## config.mk

```make
export PLATFORM = sky130hd
export DESIGN_NAME = wdt_top
export DESIGN_NICKNAME = d
export VERILOG_FILES = /design/src/verilog/wdt_pkg.sv /design/src/verilog/wdt_div.sv /design/src/verilog/wdt_top.sv
export SDC_FILE = /design/constraint.sdc
export NUM_CORES = 1
export LEC_CHECK = 0
export ABC_CLOCK_PERIOD_IN_PS = 4580
export BUFFER_PORTS_ARGS = -buffer_cell sky130_fd_sc_hd__buf_2
export CAP_MARGIN = 30
export CORE_AREA = 5 5 164 127
export DETAILED_ROUTE_END_ITERATION = 10
export DIE_AREA = 0 0 169 132
export REMOVE_ABC_BUFFERS = 1
export SLEW_MARGIN = 20
export SYNTH_ARGS = -nofsm -noshare
export SYNTH_HDL_FRONTEND = slang
export SYNTH_SLANG_ARGS = --single-unit
```

## constraint.sdc

```tcl
create_clock -name clk_sys -period 4.58 [get_ports clk_sys]
set_input_delay 0.229 -clock clk_sys [delete_from_list [all_inputs] [get_ports clk_sys]]
set_output_delay 0.229 -clock clk_sys [all_outputs]
set_load 0.03 [all_outputs]
```

## src/verilog/wdt_pkg.sv

```systemverilog
// Shared constants and carrier types of the indexed watchdog timer.
package wdt_pkg;

	// ----------------------------------------------------------------
	// Host I/O locations and access keys
	// ----------------------------------------------------------------
	localparam logic [15:0] WDT_INDEX_PORT = 16'h002E; // Index location
	localparam logic [15:0] WDT_DATA_PORT = 16'h002F; // Data location
	localparam logic [7:0] WDT_KEY_UNLOCK = 8'h87; // Written twice to open
	localparam logic [7:0] WDT_KEY_LOCK = 8'hAA; // Closes configuration
	localparam logic [7:0] WDT_IDLE_READ = 8'hFF; // Read value while closed

	// ----------------------------------------------------------------
	// Register indices and values
	// ----------------------------------------------------------------
	localparam logic [7:0] WDT_IDX_BANK = 8'h07; // bank_select
	localparam logic [7:0] WDT_IDX_ACT = 8'h30; // function_activate
	localparam logic [7:0] WDT_IDX_UNIT = 8'hF5; // count_unit_config
	localparam logic [7:0] WDT_IDX_CNT = 8'hF6; // timeout_count
	localparam logic [7:0] WDT_IDX_CTL = 8'hF7; // watchdog_control_status
	localparam logic [7:0] WDT_BANK_WDT = 8'h08; // Bank holding the watchdog

	// ----------------------------------------------------------------
	// Field positions
	// ----------------------------------------------------------------
	localparam int WDT_ACT_EN_BIT = 0; // Activation enable
	localparam int WDT_UNIT_MIN_BIT = 3; // 1 = minutes, 0 = seconds
	localparam int WDT_UNIT_FAST_BIT = 4; // 1 = thousand times faster
	localparam int WDT_CTL_STS_BIT = 4; // Timeout status
	localparam int WDT_CTL_FORCE_BIT = 5; // Forced timeout, self clearing
	localparam int WDT_CTL_KBD_BIT = 6; // Keyboard reload enable
	localparam int WDT_CTL_MS_BIT = 7; // Mouse reload enable

	// ----------------------------------------------------------------
	// Reset values
	// ----------------------------------------------------------------
	localparam logic [7:0] WDT_RST_BANK = 8'h00;
	localparam logic [7:0] WDT_RST_ACT = 8'h00;
	localparam logic [7:0] WDT_RST_UNIT = 8'h00;
	localparam logic [7:0] WDT_RST_CNT = 8'h00;
	localparam logic [7:0] WDT_RST_IDX = 8'h00;

	// ----------------------------------------------------------------
	// Timing
	// ----------------------------------------------------------------
	localparam int unsigned WDT_CLK_PERIOD_NS = 40; // 25 MHz system clock
	localparam int unsigned WDT_MS_NS = 1000000; // One millisecond in ns
	localparam int unsigned WDT_MS_CYCLES = WDT_MS_NS / WDT_CLK_PERIOD_NS;
	localparam logic [15:0] WDT_MS_PER_SEC = 16'd1000; // Milliseconds per second
	localparam logic [15:0] WDT_MS_PER_MIN = 16'd60000; // Milliseconds per minute
	localparam logic [15:0] WDT_MS_PER_FMIN = 16'd60; // Thousandth minute in ms
	localparam logic [15:0] WDT_MS_PER_FSEC = 16'd1; // Thousandth second in ms

	// ----------------------------------------------------------------
	// Types
	// ----------------------------------------------------------------
	typedef enum logic [1:0] {
		WDT_LOCKED = 2'b00, // Configuration closed
		WDT_KEY1 = 2'b01, // First key seen
		WDT_OPEN = 2'b11 // Configuration open
	} wdt_lock_e;

	// Host I/O cycle, one strobe per access
	typedef struct packed {
		logic wr; // Write strobe
		logic rd; // Read strobe
		logic [15:0] addr; // I/O address
		logic [7:0] wdata; // Write data
	} wdt_io_req_s;

endpackage : wdt_pkg

```

## src/verilog/wdt_div.sv

```systemverilog
// Tick divider: one output tick per div input ticks.
module wdt_div #(
	parameter int W = 16
) (
	input wire logic clk_sys,
	input wire logic rst_n,
	input wire logic restart,
	input wire logic tick_in,
	input wire logic [W-1:0] div,
	output logic tick_out
);
	import wdt_pkg::*;

	// ----------------------------------------------------------------
	// State
	// ----------------------------------------------------------------
	typedef struct packed {
		logic [W-1:0] cnt; // Input ticks seen in this period
		logic tick; // Output tick
	} wdt_div_s;

	wdt_div_s q; // Registered state
	wdt_div_s d; // Next state

	// Count input ticks, restart wipes a partial period
	always_comb begin
		d = q;
		d.tick = 1'b0;
		if (restart) begin
			d.cnt = '0;
		end else if (tick_in) begin
			if (q.cnt >= div - 1'b1) begin
				// Period complete
				d.cnt = '0;
				d.tick = 1'b1;
			end else begin
				d.cnt = q.cnt + 1'b1;
			end
		end
	end

	// Register the state
	always_ff @(posedge clk_sys) begin
		if (!rst_n) begin
			q <= '0;
		end else begin
			q <= d;
		end
	end

	assign tick_out = q.tick;

endmodule : wdt_div

```

## src/verilog/wdt_top.sv

```systemverilog
// Indexed watchdog timer with key-protected configuration space.
module wdt_top #(
	parameter logic [15:0] CYC_PER_MS = 16'(wdt_pkg::WDT_MS_CYCLES) // Shorten in simulation
) (
	input wire logic clk_sys,
	input wire logic rst_n,
	input wire wdt_pkg::wdt_io_req_s io_req,
	output logic [7:0] io_rdata,
	input wire logic kbd_act,
	input wire logic mouse_act,
	output logic timeout_pulse,
	output logic timeout_sts
);
	import wdt_pkg::*;

	// ----------------------------------------------------------------
	// State
	// ----------------------------------------------------------------
	typedef struct packed {
		wdt_lock_e st; // Unlock sequence state
		logic [7:0] idx; // Selected register index
		logic [7:0] bank; // Selected bank
		logic [7:0] act; // Activation register
		logic [7:0] unit; // Unit configuration
		logic [7:0] cnt; // Live count
		logic [7:0] reload; // Last written count
		logic kbd_en; // Keyboard reload enable
		logic ms_en; // Mouse reload enable
		logic sts; // Timeout status
		logic tmo; // Timeout pulse
		logic [7:0] rdata; // Read data
		logic [2:0] kbd_sync; // Keyboard pin synchroniser
		logic [2:0] ms_sync; // Mouse pin synchroniser
		logic kbd_lvl; // Accepted keyboard level
		logic ms_lvl; // Accepted mouse level
	} wdt_state_s;

	wdt_state_s q; // Registered state
	wdt_state_s d; // Next state

	logic ms_tick; // One millisecond tick
	logic unit_tick; // One count step
	logic restart; // Wipe partial prescaler periods
	logic [15:0] unit_div; // Milliseconds per count step

	// ----------------------------------------------------------------
	// Decode of the host cycle
	// ----------------------------------------------------------------
	logic wr_idx; // Write to index location
	logic wr_dat; // Write to data location
	logic rd_idx; // Read of index location
	logic rd_dat; // Read of data location
	logic open; // Configuration unlocked
	logic wdt_sel; // Watchdog bank selected
	logic cnt_wr; // Count register written
	logic run; // Counter running
	logic kbd_ev; // Accepted keyboard rising edge
	logic ms_ev; // Accepted mouse rising edge

	assign wr_idx = io_req.wr && io_req.addr == WDT_INDEX_PORT;
	assign wr_dat = io_req.wr && io_req.addr == WDT_DATA_PORT;
	assign rd_idx = io_req.rd && io_req.addr == WDT_INDEX_PORT;
	assign rd_dat = io_req.rd && io_req.addr == WDT_DATA_PORT;
	assign open = q.st == WDT_OPEN;
	assign wdt_sel = q.bank == WDT_BANK_WDT;
	assign cnt_wr = open && wr_dat && wdt_sel && q.idx == WDT_IDX_CNT;
	assign run = q.act[WDT_ACT_EN_BIT] && q.cnt != 8'h00;

	// Edges count only once second and third stages agree
	assign kbd_ev = q.kbd_sync[2] == q.kbd_sync[1] && q.kbd_sync[1] && !q.kbd_lvl;
	assign ms_ev = q.ms_sync[2] == q.ms_sync[1] && q.ms_sync[1] && !q.ms_lvl;

	// ----------------------------------------------------------------
	// Prescaler
	// ----------------------------------------------------------------
	// Fast mode keeps the ms tick and shrinks the step to a thousandth unit
	always_comb begin
		unit_div = WDT_MS_PER_SEC;
		unique case ({q.unit[WDT_UNIT_FAST_BIT], q.unit[WDT_UNIT_MIN_BIT]})
			2'b00: unit_div = WDT_MS_PER_SEC;
			2'b01: unit_div = WDT_MS_PER_MIN;
			2'b10: unit_div = WDT_MS_PER_FSEC;
			2'b11: unit_div = WDT_MS_PER_FMIN;
		endcase
	end

	// Any reload starts a full fresh step, not a leftover fraction
	assign restart = cnt_wr || (run && ((kbd_ev && q.kbd_en) || (ms_ev && q.ms_en)));

	// Clock cycles to milliseconds
	wdt_div #(
		.W(16)
	) u_ms_div (
		.clk_sys(clk_sys),
		.rst_n(rst_n),
		.restart(restart),
		.tick_in(1'b1),
		.div(CYC_PER_MS),
		.tick_out(ms_tick)
	);

	// Milliseconds to count steps
	wdt_div #(
		.W(16)
	) u_unit_div (
		.clk_sys(clk_sys),
		.rst_n(rst_n),
		.restart(restart),
		.tick_in(ms_tick),
		.div(unit_div),
		.tick_out(unit_tick)
	);

	// ----------------------------------------------------------------
	// Next state
	// ----------------------------------------------------------------
	always_comb begin
		d = q;
		d.tmo = 1'b0;

		// Pin synchronisers, first stage feeds only the second
		d.kbd_sync = {q.kbd_sync[1:0], kbd_act};
		d.ms_sync = {q.ms_sync[1:0], mouse_act};
		if (q.kbd_sync[2] == q.kbd_sync[1]) begin
			d.kbd_lvl = q.kbd_sync[1];
		end
		if (q.ms_sync[2] == q.ms_sync[1]) begin
			d.ms_lvl = q.ms_sync[1];
		end

		// Unlock sequence; nothing else is honoured while closed
		unique case (q.st)
			WDT_LOCKED: begin
				if (wr_idx && io_req.wdata == WDT_KEY_UNLOCK) begin
					d.st = WDT_KEY1;
				end
			end
			WDT_KEY1: begin
				if (wr_idx && io_req.wdata == WDT_KEY_UNLOCK) begin
					d.st = WDT_OPEN;
				end else if (wr_idx || wr_dat) begin
					// Keys must be back to back
					d.st = WDT_LOCKED;
				end
			end
			WDT_OPEN: begin
				if (wr_idx) begin
					if (io_req.wdata == WDT_KEY_LOCK) begin
						d.st = WDT_LOCKED;
					end else begin
						d.idx = io_req.wdata;
					end
				end
			end
			default: begin
				// Illegal code falls back to closed
				d.st = WDT_LOCKED;
			end
		endcase

		// Register writes through the data location
		if (open && wr_dat) begin
			if (q.idx == WDT_IDX_BANK) begin
				d.bank = io_req.wdata;
			end else if (wdt_sel) begin
				unique case (q.idx)
					WDT_IDX_ACT: d.act = io_req.wdata;
					WDT_IDX_UNIT: d.unit = io_req.wdata;
					WDT_IDX_CTL: begin
						d.kbd_en = io_req.wdata[WDT_CTL_KBD_BIT];
						d.ms_en = io_req.wdata[WDT_CTL_MS_BIT];
					end
					default: begin
						// Count handled below, others ignored
					end
				endcase
			end
		end

		// Counter: write reload, activity reload, or step
		if (cnt_wr) begin
			d.cnt = io_req.wdata;
			d.reload = io_req.wdata;
			d.sts = 1'b0;
		end else if (run && ((kbd_ev && q.kbd_en) || (ms_ev && q.ms_en))) begin
			d.cnt = q.reload;
		end else if (run && unit_tick) begin
			d.cnt = q.cnt - 8'h01;
			if (q.cnt == 8'h01) begin
				// Expiry sets status, which then holds
				d.sts = 1'b1;
				d.tmo = 1'b1;
			end
		end

		// Forced timeout; the bit itself is never stored
		if (open && wr_dat && wdt_sel && q.idx == WDT_IDX_CTL
				&& io_req.wdata[WDT_CTL_FORCE_BIT]) begin
			d.sts = 1'b1;
			d.tmo = 1'b1;
		end

		// Read data, answered the cycle after the strobe
		if (rd_idx) begin
			d.rdata = open ? q.idx : WDT_IDLE_READ;
		end else if (rd_dat) begin
			d.rdata = WDT_IDLE_READ;
			if (open && q.idx == WDT_IDX_BANK) begin
				d.rdata = q.bank;
			end else if (open && wdt_sel) begin
				unique case (q.idx)
					WDT_IDX_ACT: d.rdata = q.act;
					WDT_IDX_UNIT: d.rdata = q.unit;
					WDT_IDX_CNT: d.rdata = q.cnt;
					WDT_IDX_CTL: begin
						d.rdata = 8'h00;
						d.rdata[WDT_CTL_MS_BIT] = q.ms_en;
						d.rdata[WDT_CTL_KBD_BIT] = q.kbd_en;
						d.rdata[WDT_CTL_STS_BIT] = q.sts;
					end
					default: d.rdata = WDT_IDLE_READ;
				endcase
			end
		end
	end

	// ----------------------------------------------------------------
	// State register
	// ----------------------------------------------------------------
	always_ff @(posedge clk_sys) begin
		if (!rst_n) begin
			q <= '0;
			q.st <= WDT_LOCKED;
			q.idx <= WDT_RST_IDX;
			q.bank <= WDT_RST_BANK;
			q.act <= WDT_RST_ACT;
			q.unit <= WDT_RST_UNIT;
			q.cnt <= WDT_RST_CNT;
			q.reload <= WDT_RST_CNT;
			q.rdata <= WDT_IDLE_READ;
		end else begin
			q <= d;
		end
	end

	// ----------------------------------------------------------------
	// Outputs, straight from flip-flops
	// ----------------------------------------------------------------
	assign io_rdata = q.rdata;
	assign timeout_pulse = q.tmo;
	assign timeout_sts = q.sts;

endmodule : wdt_top
```

=== Word-level counts from Yosys, hierarchy flattened ===
Index checks and enable logic that the tools add are counted.

* Flip-flop bits (word level): 104
* Logic and storage cells: 122

* Add/sub/neg operators: 4
* Magnitude comparators: 2
* Equal/unequal tests: 23
* Mux-type cells: 26
* Bitwise operators: 4
* Reduce and logical (&&, ||, !) cells: 43

{| class="wikitable"
|+ Operators with widths
! cell !! number
|-
| 8-bit two-way mux || 9
|-
| 16-bit case mux with 4 select lines || 1
|-
| 8-bit == test (second input constant) || 5
|-
| 16-bit by 1-bit adder with 16-bit output (second input constant) || 2
|-
| 16-bit by 6-bit == test with 1-bit output (second input constant) || 2
|-
| 8-bit case mux with 4 select lines || 1
|-
| 1-bit logical AND || 21
|-
| 16-bit by 15-bit greater-or-equal comparator with 1-bit output (second input constant) || 1
|-
| 16-bit greater-or-equal comparator || 1
|-
| 16-bit two-way mux || 1
|-
| 2-bit two-way mux || 8
|-
| 4-bit AND reduction || 4
|-
| 16-bit by 1-bit subtractor with 16-bit output (second input constant) || 1
|-
| 10-bit two-way mux || 1
|-
| 3-bit nonzero test || 3
|-
| 8-bit by 1-bit == test with 1-bit output (second input constant) || 1
|-
| 8-bit by 3-bit == test with 1-bit output (second input constant) || 1
|-
| 8-bit by 4-bit == test with 1-bit output (second input constant) || 1
|-
| 8-bit by 6-bit == test with 1-bit output (second input constant) || 1
|-
| 8-bit nonzero test || 1
|-
| 8-bit by 1-bit subtractor with 8-bit output (second input constant) || 1
|-
| 2-bit == test (second input constant) || 3
|-
| 2-bit case mux with 3 select lines || 1
|-
| 3-bit AND reduction || 2
|-
| 15 further kinds || 29
|}

=== Depth between registers and ports, before layout ===
* Depth after elaboration: 9
* Gate-level depth with buffers: 11

=== Cells and area by module ===
A second synthesis with hierarchy kept.

* Cell total of the unflattened synthesis: 776
* Area total of the unflattened synthesis: 6516.2 um^2

{| class="wikitable"
|+ Modules (own cells, without submodules)
! module !! times used !! cells an instance !! area an instance (um^2)
|-
| wdt_top || 1 || 455 || 3856.2
|-
| wdt_div (u_unit_div) || 1 || 160 || 1335.0
|-
| wdt_div (u_ms_div) || 1 || 161 || 1325.0
|}

=== Least setup slack after synthesis ===
Ideal clock, no wire load.

* Kind: register to register
* From: register q[40] (netlist name)
* To: register u_unit_div.q[10] (netlist name)
* Setup time: 78 ps
* Arrival time: 2319 ps
* Slack: 2183 ps
* Stages on the path, launching flop included: 12
* Clock period less this slack: 2397 ps
* Path through: dfxtp_1 -> inv_1 -> ha_1 -> inv_1 -> ha_1 -> a21oi_1 -> o21ai_0 -> a2111o_1 -> a41oi_1 -> a21oi_1 -> clkbuf_1 -> nor3_1

* Word-level cells in the longest chain between the ends: 5
* Elaborated cells between the ends (all ways): 8
* Those cells by class: add/sub (1); order compare (1); eq/ne (3); mux (2); reduce/logical (1)

{| class="wikitable"
|+ RTL lines
! what !! line !! text
|-
| start, declared || wdt_top.sv:38 || <nowiki>wdt_state_s q;</nowiki>
|-
| 2-bit == test, or another cell as far along || wdt_top.sv:79 || <nowiki>unique case ({q.unit[WDT_UNIT_FAST_BIT], q.unit[WDT_UNIT_MIN_BIT]})</nowiki>
|-
| 16-bit case mux with 4 select lines (*) || wdt_top.sv:79 ||
|-
| 16-bit by 1-bit subtractor with 16-bit output (*) || wdt_div.sv:32 || <nowiki>if (q.cnt >= div - 1'b1) begin</nowiki>
|-
| 16-bit greater-or-equal comparator (*) || wdt_div.sv:32 ||
|-
| 16-bit two-way mux (*) || wdt_div.sv:32 ||
|-
| end signal, assigned || wdt_div.sv:45 || <nowiki>q <= '0;</nowiki>
|-
| end signal, assigned || wdt_div.sv:47 || <nowiki>q <= d;</nowiki>
|-
| end, declared || wdt_div.sv:22 || <nowiki>wdt_div_s q;</nowiki>
|}

Every way passes the cells marked *; elsewhere a longest branch is shown, timed or not. The select of a mux whose other input is x is not followed.
A chain may end at the register's enable or synchronous reset.

=== Final worst setup path ===
* From: register q[40] (netlist name)
* To: register u_unit_div.q (netlist bit u_unit_div.tick_out)

* Word-level cells in the longest chain between the ends: 5
* Elaborated cells between the ends (all ways): 8
* Those cells by class: add/sub (1); order compare (1); eq/ne (3); mux (2); reduce/logical (1)

{| class="wikitable"
|+ RTL lines
! what !! line
|-
| 2-bit == test, or another cell as far along || wdt_top.sv:79
|-
| 16-bit case mux with 4 select lines (*) || wdt_top.sv:79
|-
| 16-bit by 1-bit subtractor with 16-bit output (*) || wdt_div.sv:32
|-
| 16-bit greater-or-equal comparator (*) || wdt_div.sv:32
|-
| 1-bit two-way mux (*) || wdt_div.sv:32
|}

Marks and branches as above.

==> qor.yml <==
run_status: "finished clean"
finalPower_mw: 1.81
synth_fa_ha_area_frac: 0.0649
clk_latency_ns: 0.35
max_clock_freq_ghz: 0.384
critical_path.startpoint_type: "register"
static-leakage-power_nw: 2.47
timing.max_slew.rel_slack: 0.505
critical_path_required_ns: 4.82
synth_area_per_cell_um2: 8.79
grt_antenna_before_repair: 0
clockRootBuffer: "sky130_fd_sc_hd__clkbuf_16"
global_route_total_overflow: 0
synth_edf_count: 0
synth_top_family_by_area: "simple AND/OR/NAND/NOR gates"
synth.yosys.seq_area_share: 0.372
tritoncts.num_buffers: 9
post_synthesis_cell_count: 636
fp.dieH_um: 132
layout-drive-gt1-share: 0.112
cts_setup_buffers: 0
grt_pass1_vias: 4154
insertedDiodeCount: 0
share_seq_of_total_power: 0.505
post-route-drc-count: 0
worst-endpoint-arrival_ns: 2.84
synthFlopType: "sky130_fd_sc_hd__dfxtp_1"
ys_warn_count: 0
synth_xor_xnor_area_share: 0.0454
route.detailed.vias_per_inst: 4.88
power.switching_fraction: 0.210
detail_route.iter0.violations: 456
detailed_place_hpwl_mm: 9.73
synth_cell_types: 64
fp.coreArea_um2: 19000
rows: 44
average_wire_per_cell_in_the_routed_design_um: 14.9
flow.area_growth_from_synthesis_pct: 12.2
post_synth_most_frequent_cells: "104 x sky130_fd_sc_hd__dfxtp_1, 57 x sky130_fd_sc_hd__nand2_1, 45 x sky130_fd_sc_hd__nor2_1"
dieArea_um2: 22300
setup-violations-final: 0
layout.cell_area.non_filler_um2: 6270
dpl-instance-area_um2: 5950
die_width_um: 169
ys_top_cells_by_area: "sky130_fd_sc_hd__dfxtp_1 37%, sky130_fd_sc_hd__mux2i_1 7.0%, sky130_fd_sc_hd__ha_1 6.5%"
cts.path.max_buffers: 2
max_cap_viol_count: 0
critPathMaxFanout: 17
final-hold-violation-count: 0
timing_worst_slew_pin_value_ns: 0.741
worst_setup_path_end_kind: "register"
pwr-share-comb: 0.037
report.final.slew_viol_count: 0
cts.reportedPaths.clkPinSlew_ns: 0.07
max-vdd-ir-drop_v: 0.000176
clock_power_share: 0.458
layoutNonFillerInstCount: 914
post-route-util: 0.330
post_synth_and_or_nand_nor_area_fraction: 0.259
hold_buffer_count_at_cts: 0
finalWirelength_mm: 13.6
grt_start_max_net_pins: 62
unrepaired_setup_endpoints_after_global_routing: "false"
cts_repair_resize_count: 0
boundaryPins: 40
clkSinkCount: 104
path_class: "register to register"
power_density_nw_per_um2: 289
cts_max_level: 3
period_share: 0.568
buffer_ports.inserted: 39
synth_compound_gate_area_share: 0.134
totalNegativeSetupSlack_ns: 0
grt_pass1_wl_mm: 22.3
hp-class: "input pin to register"
via_count: 4458
first_pass_iters: 5
synth.mux.area_fraction: 0.0738
place_congestion: 0.860
power.switching_uw: 381
tritoncts: "built"
skew_final_ns: 0.00776
initial_core_util: 0.294
synth_most_common_cell: "sky130_fd_sc_hd__dfxtp_1"
internal-power_mw: 1.43
antenna_viol_nets_final: 0
placed_cells_incl_taps: 898
layout.nets: 715
ys_ff_latch: 104
groute.usage.overall: 0.122
synthDominantCellAreaShare: 0.372
async_flop_share: 0
synth_area_leader_cell: "sky130_fd_sc_hd__dfxtp_1"
synth.cell_area_um2: 5590
final_period_minus_worst_setup_slack_ns: 2.60
metrics by stage:
stage	setup WS [ns]	hold WS [ns]
global placement	2.04	0.414
finish	1.98	0.0855
global route	1.72	0.0754
detailed placement	2.01	0.420
floorplan	2.07	0.301
CTS	1.98	0.0755
layout by cell type (no fill, tap or decap), types with 4 or more instances in the layout:
| master | count |
|---|---|
| sky130_fd_sc_hd__nand3_1 | 21 |
| sky130_fd_sc_hd__xnor2_1 | 14 |
| sky130_fd_sc_hd__clkbuf_16 | 9 |
| sky130_fd_sc_hd__buf_4 | 4 |
| sky130_fd_sc_hd__a21oi_1 | 16 |
| sky130_fd_sc_hd__and4_1 | 4 |
| sky130_fd_sc_hd__nor4_1 | 7 |
| sky130_fd_sc_hd__nor2b_1 | 41 |
| sky130_fd_sc_hd__xor2_1 | 15 |
| sky130_fd_sc_hd__nor3_1 | 26 |
| sky130_fd_sc_hd__ha_1 | 29 |
| sky130_fd_sc_hd__a22oi_1 | 5 |
| sky130_fd_sc_hd__dfxtp_1 | 104 |
| sky130_fd_sc_hd__o211ai_1 | 9 |
| sky130_fd_sc_hd__inv_1 | 24 |
| sky130_fd_sc_hd__o2bb2ai_1 | 5 |
| sky130_fd_sc_hd__a21boi_0 | 7 |
| sky130_fd_sc_hd__nor2_1 | 45 |
| sky130_fd_sc_hd__nor4b_1 | 4 |
| sky130_fd_sc_hd__a31oi_1 | 17 |
| sky130_fd_sc_hd__nand2_1 | 57 |
| sky130_fd_sc_hd__and3_1 | 8 |
| sky130_fd_sc_hd__o21ai_0 | 17 |
| sky130_fd_sc_hd__nand4_1 | 16 |
| sky130_fd_sc_hd__mux2i_1 | 39 |
| sky130_fd_sc_hd__buf_2 | 39 |
| sky130_fd_sc_hd__and2_1 | 13 |
worst paths after layout:
check	startpoint	to	slack, ns	depth (start not counted)
setup / recovery	q[40]$_SDFFE_PN0P_	u_unit_div.tick_out$_SDFF_PP0_	1.98	11
hold / removal	mouse_act	d[3]$_SDFF_PN0_	0.09	2
hold reg to reg	d[3]$_SDFF_PN0_	d[4]$_SDFF_PN0_	0.43	1
setup reg to reg	q[40]$_SDFFE_PN0P_	u_unit_div.tick_out$_SDFF_PP0_	1.98	11
kinds of logic after synthesis:
kind of cell               count (synthesis)
xor gates and xnor gates                  29
buffers and inverters                     59
muxes                                     41
other                                      2
DFF                                      104
AOI/OAI and AO/OA                        106
adders and majority gates                 29
and+or+nand+nor                          266
critical path, stage by stage, from the launching register on:
cell,delay (ns)
sky130_fd_sc_hd__dfxtp_1,0.50
sky130_fd_sc_hd__inv_1,0.16
sky130_fd_sc_hd__ha_1,0.20
sky130_fd_sc_hd__inv_1,0.05
sky130_fd_sc_hd__ha_1,0.23
sky130_fd_sc_hd__a21oi_1,0.17
sky130_fd_sc_hd__o21ai_0,0.12
sky130_fd_sc_hd__a2111o_1,0.41
sky130_fd_sc_hd__a41oi_1,0.18
sky130_fd_sc_hd__a21oi_1,0.09
sky130_fd_sc_hd__buf_4,0.20
sky130_fd_sc_hd__and2_1,0.17
power by group through the flow:
stage | clock network (mW) | registers [mW] | logic [mW]
floorplan | 0 | 0.934 | 0.0275
global placement | 0 | 0.935 | 0.0673
detailed placement | 0 | 0.935 | 0.0673
CTS | 0.859 | 0.914 | 0.0675
global route | 0.889 | 0.914 | 0.0747
finish | 0.829 | 0.914 | 0.0672
final cells by class:
cell class | count | area, µm²
clock buffer | 11 | 243
multi-input combinational | 474 | 3230
inverter | 24 | 90.1
clock inverter | 5 | 80.1
fill | 1994 | 12700
tap | 253 | 317
timing repair buffer | 43 | 225
sequential | 104 | 2080
per-layer routing:
| layer | vias up | wire length (µm) | track usage |
|---|---|---|---|
| met4 | 0 | 115 | 0.0246 |
| li1 | 2291 | - | - |
| met1 | 2046 | 7230 | 0.186 |
| met5 | - | 0 | 0 |
| met2 | 109 | 5440 | 0.169 |
| met3 | 12 | 798 | 0.0363 |
sequential cells by signal, summed over array words and instances, names as in the netlist:
name,cells
d,4
io_rdata,8
q,56
timeout_pulse,1
timeout_sts,1
u_ms_div.q,16
u_ms_div.tick_out,1
u_unit_div.q,16
u_unit_div.tick_out,1
Note: power is estimated with default switching activity, not from simulation.
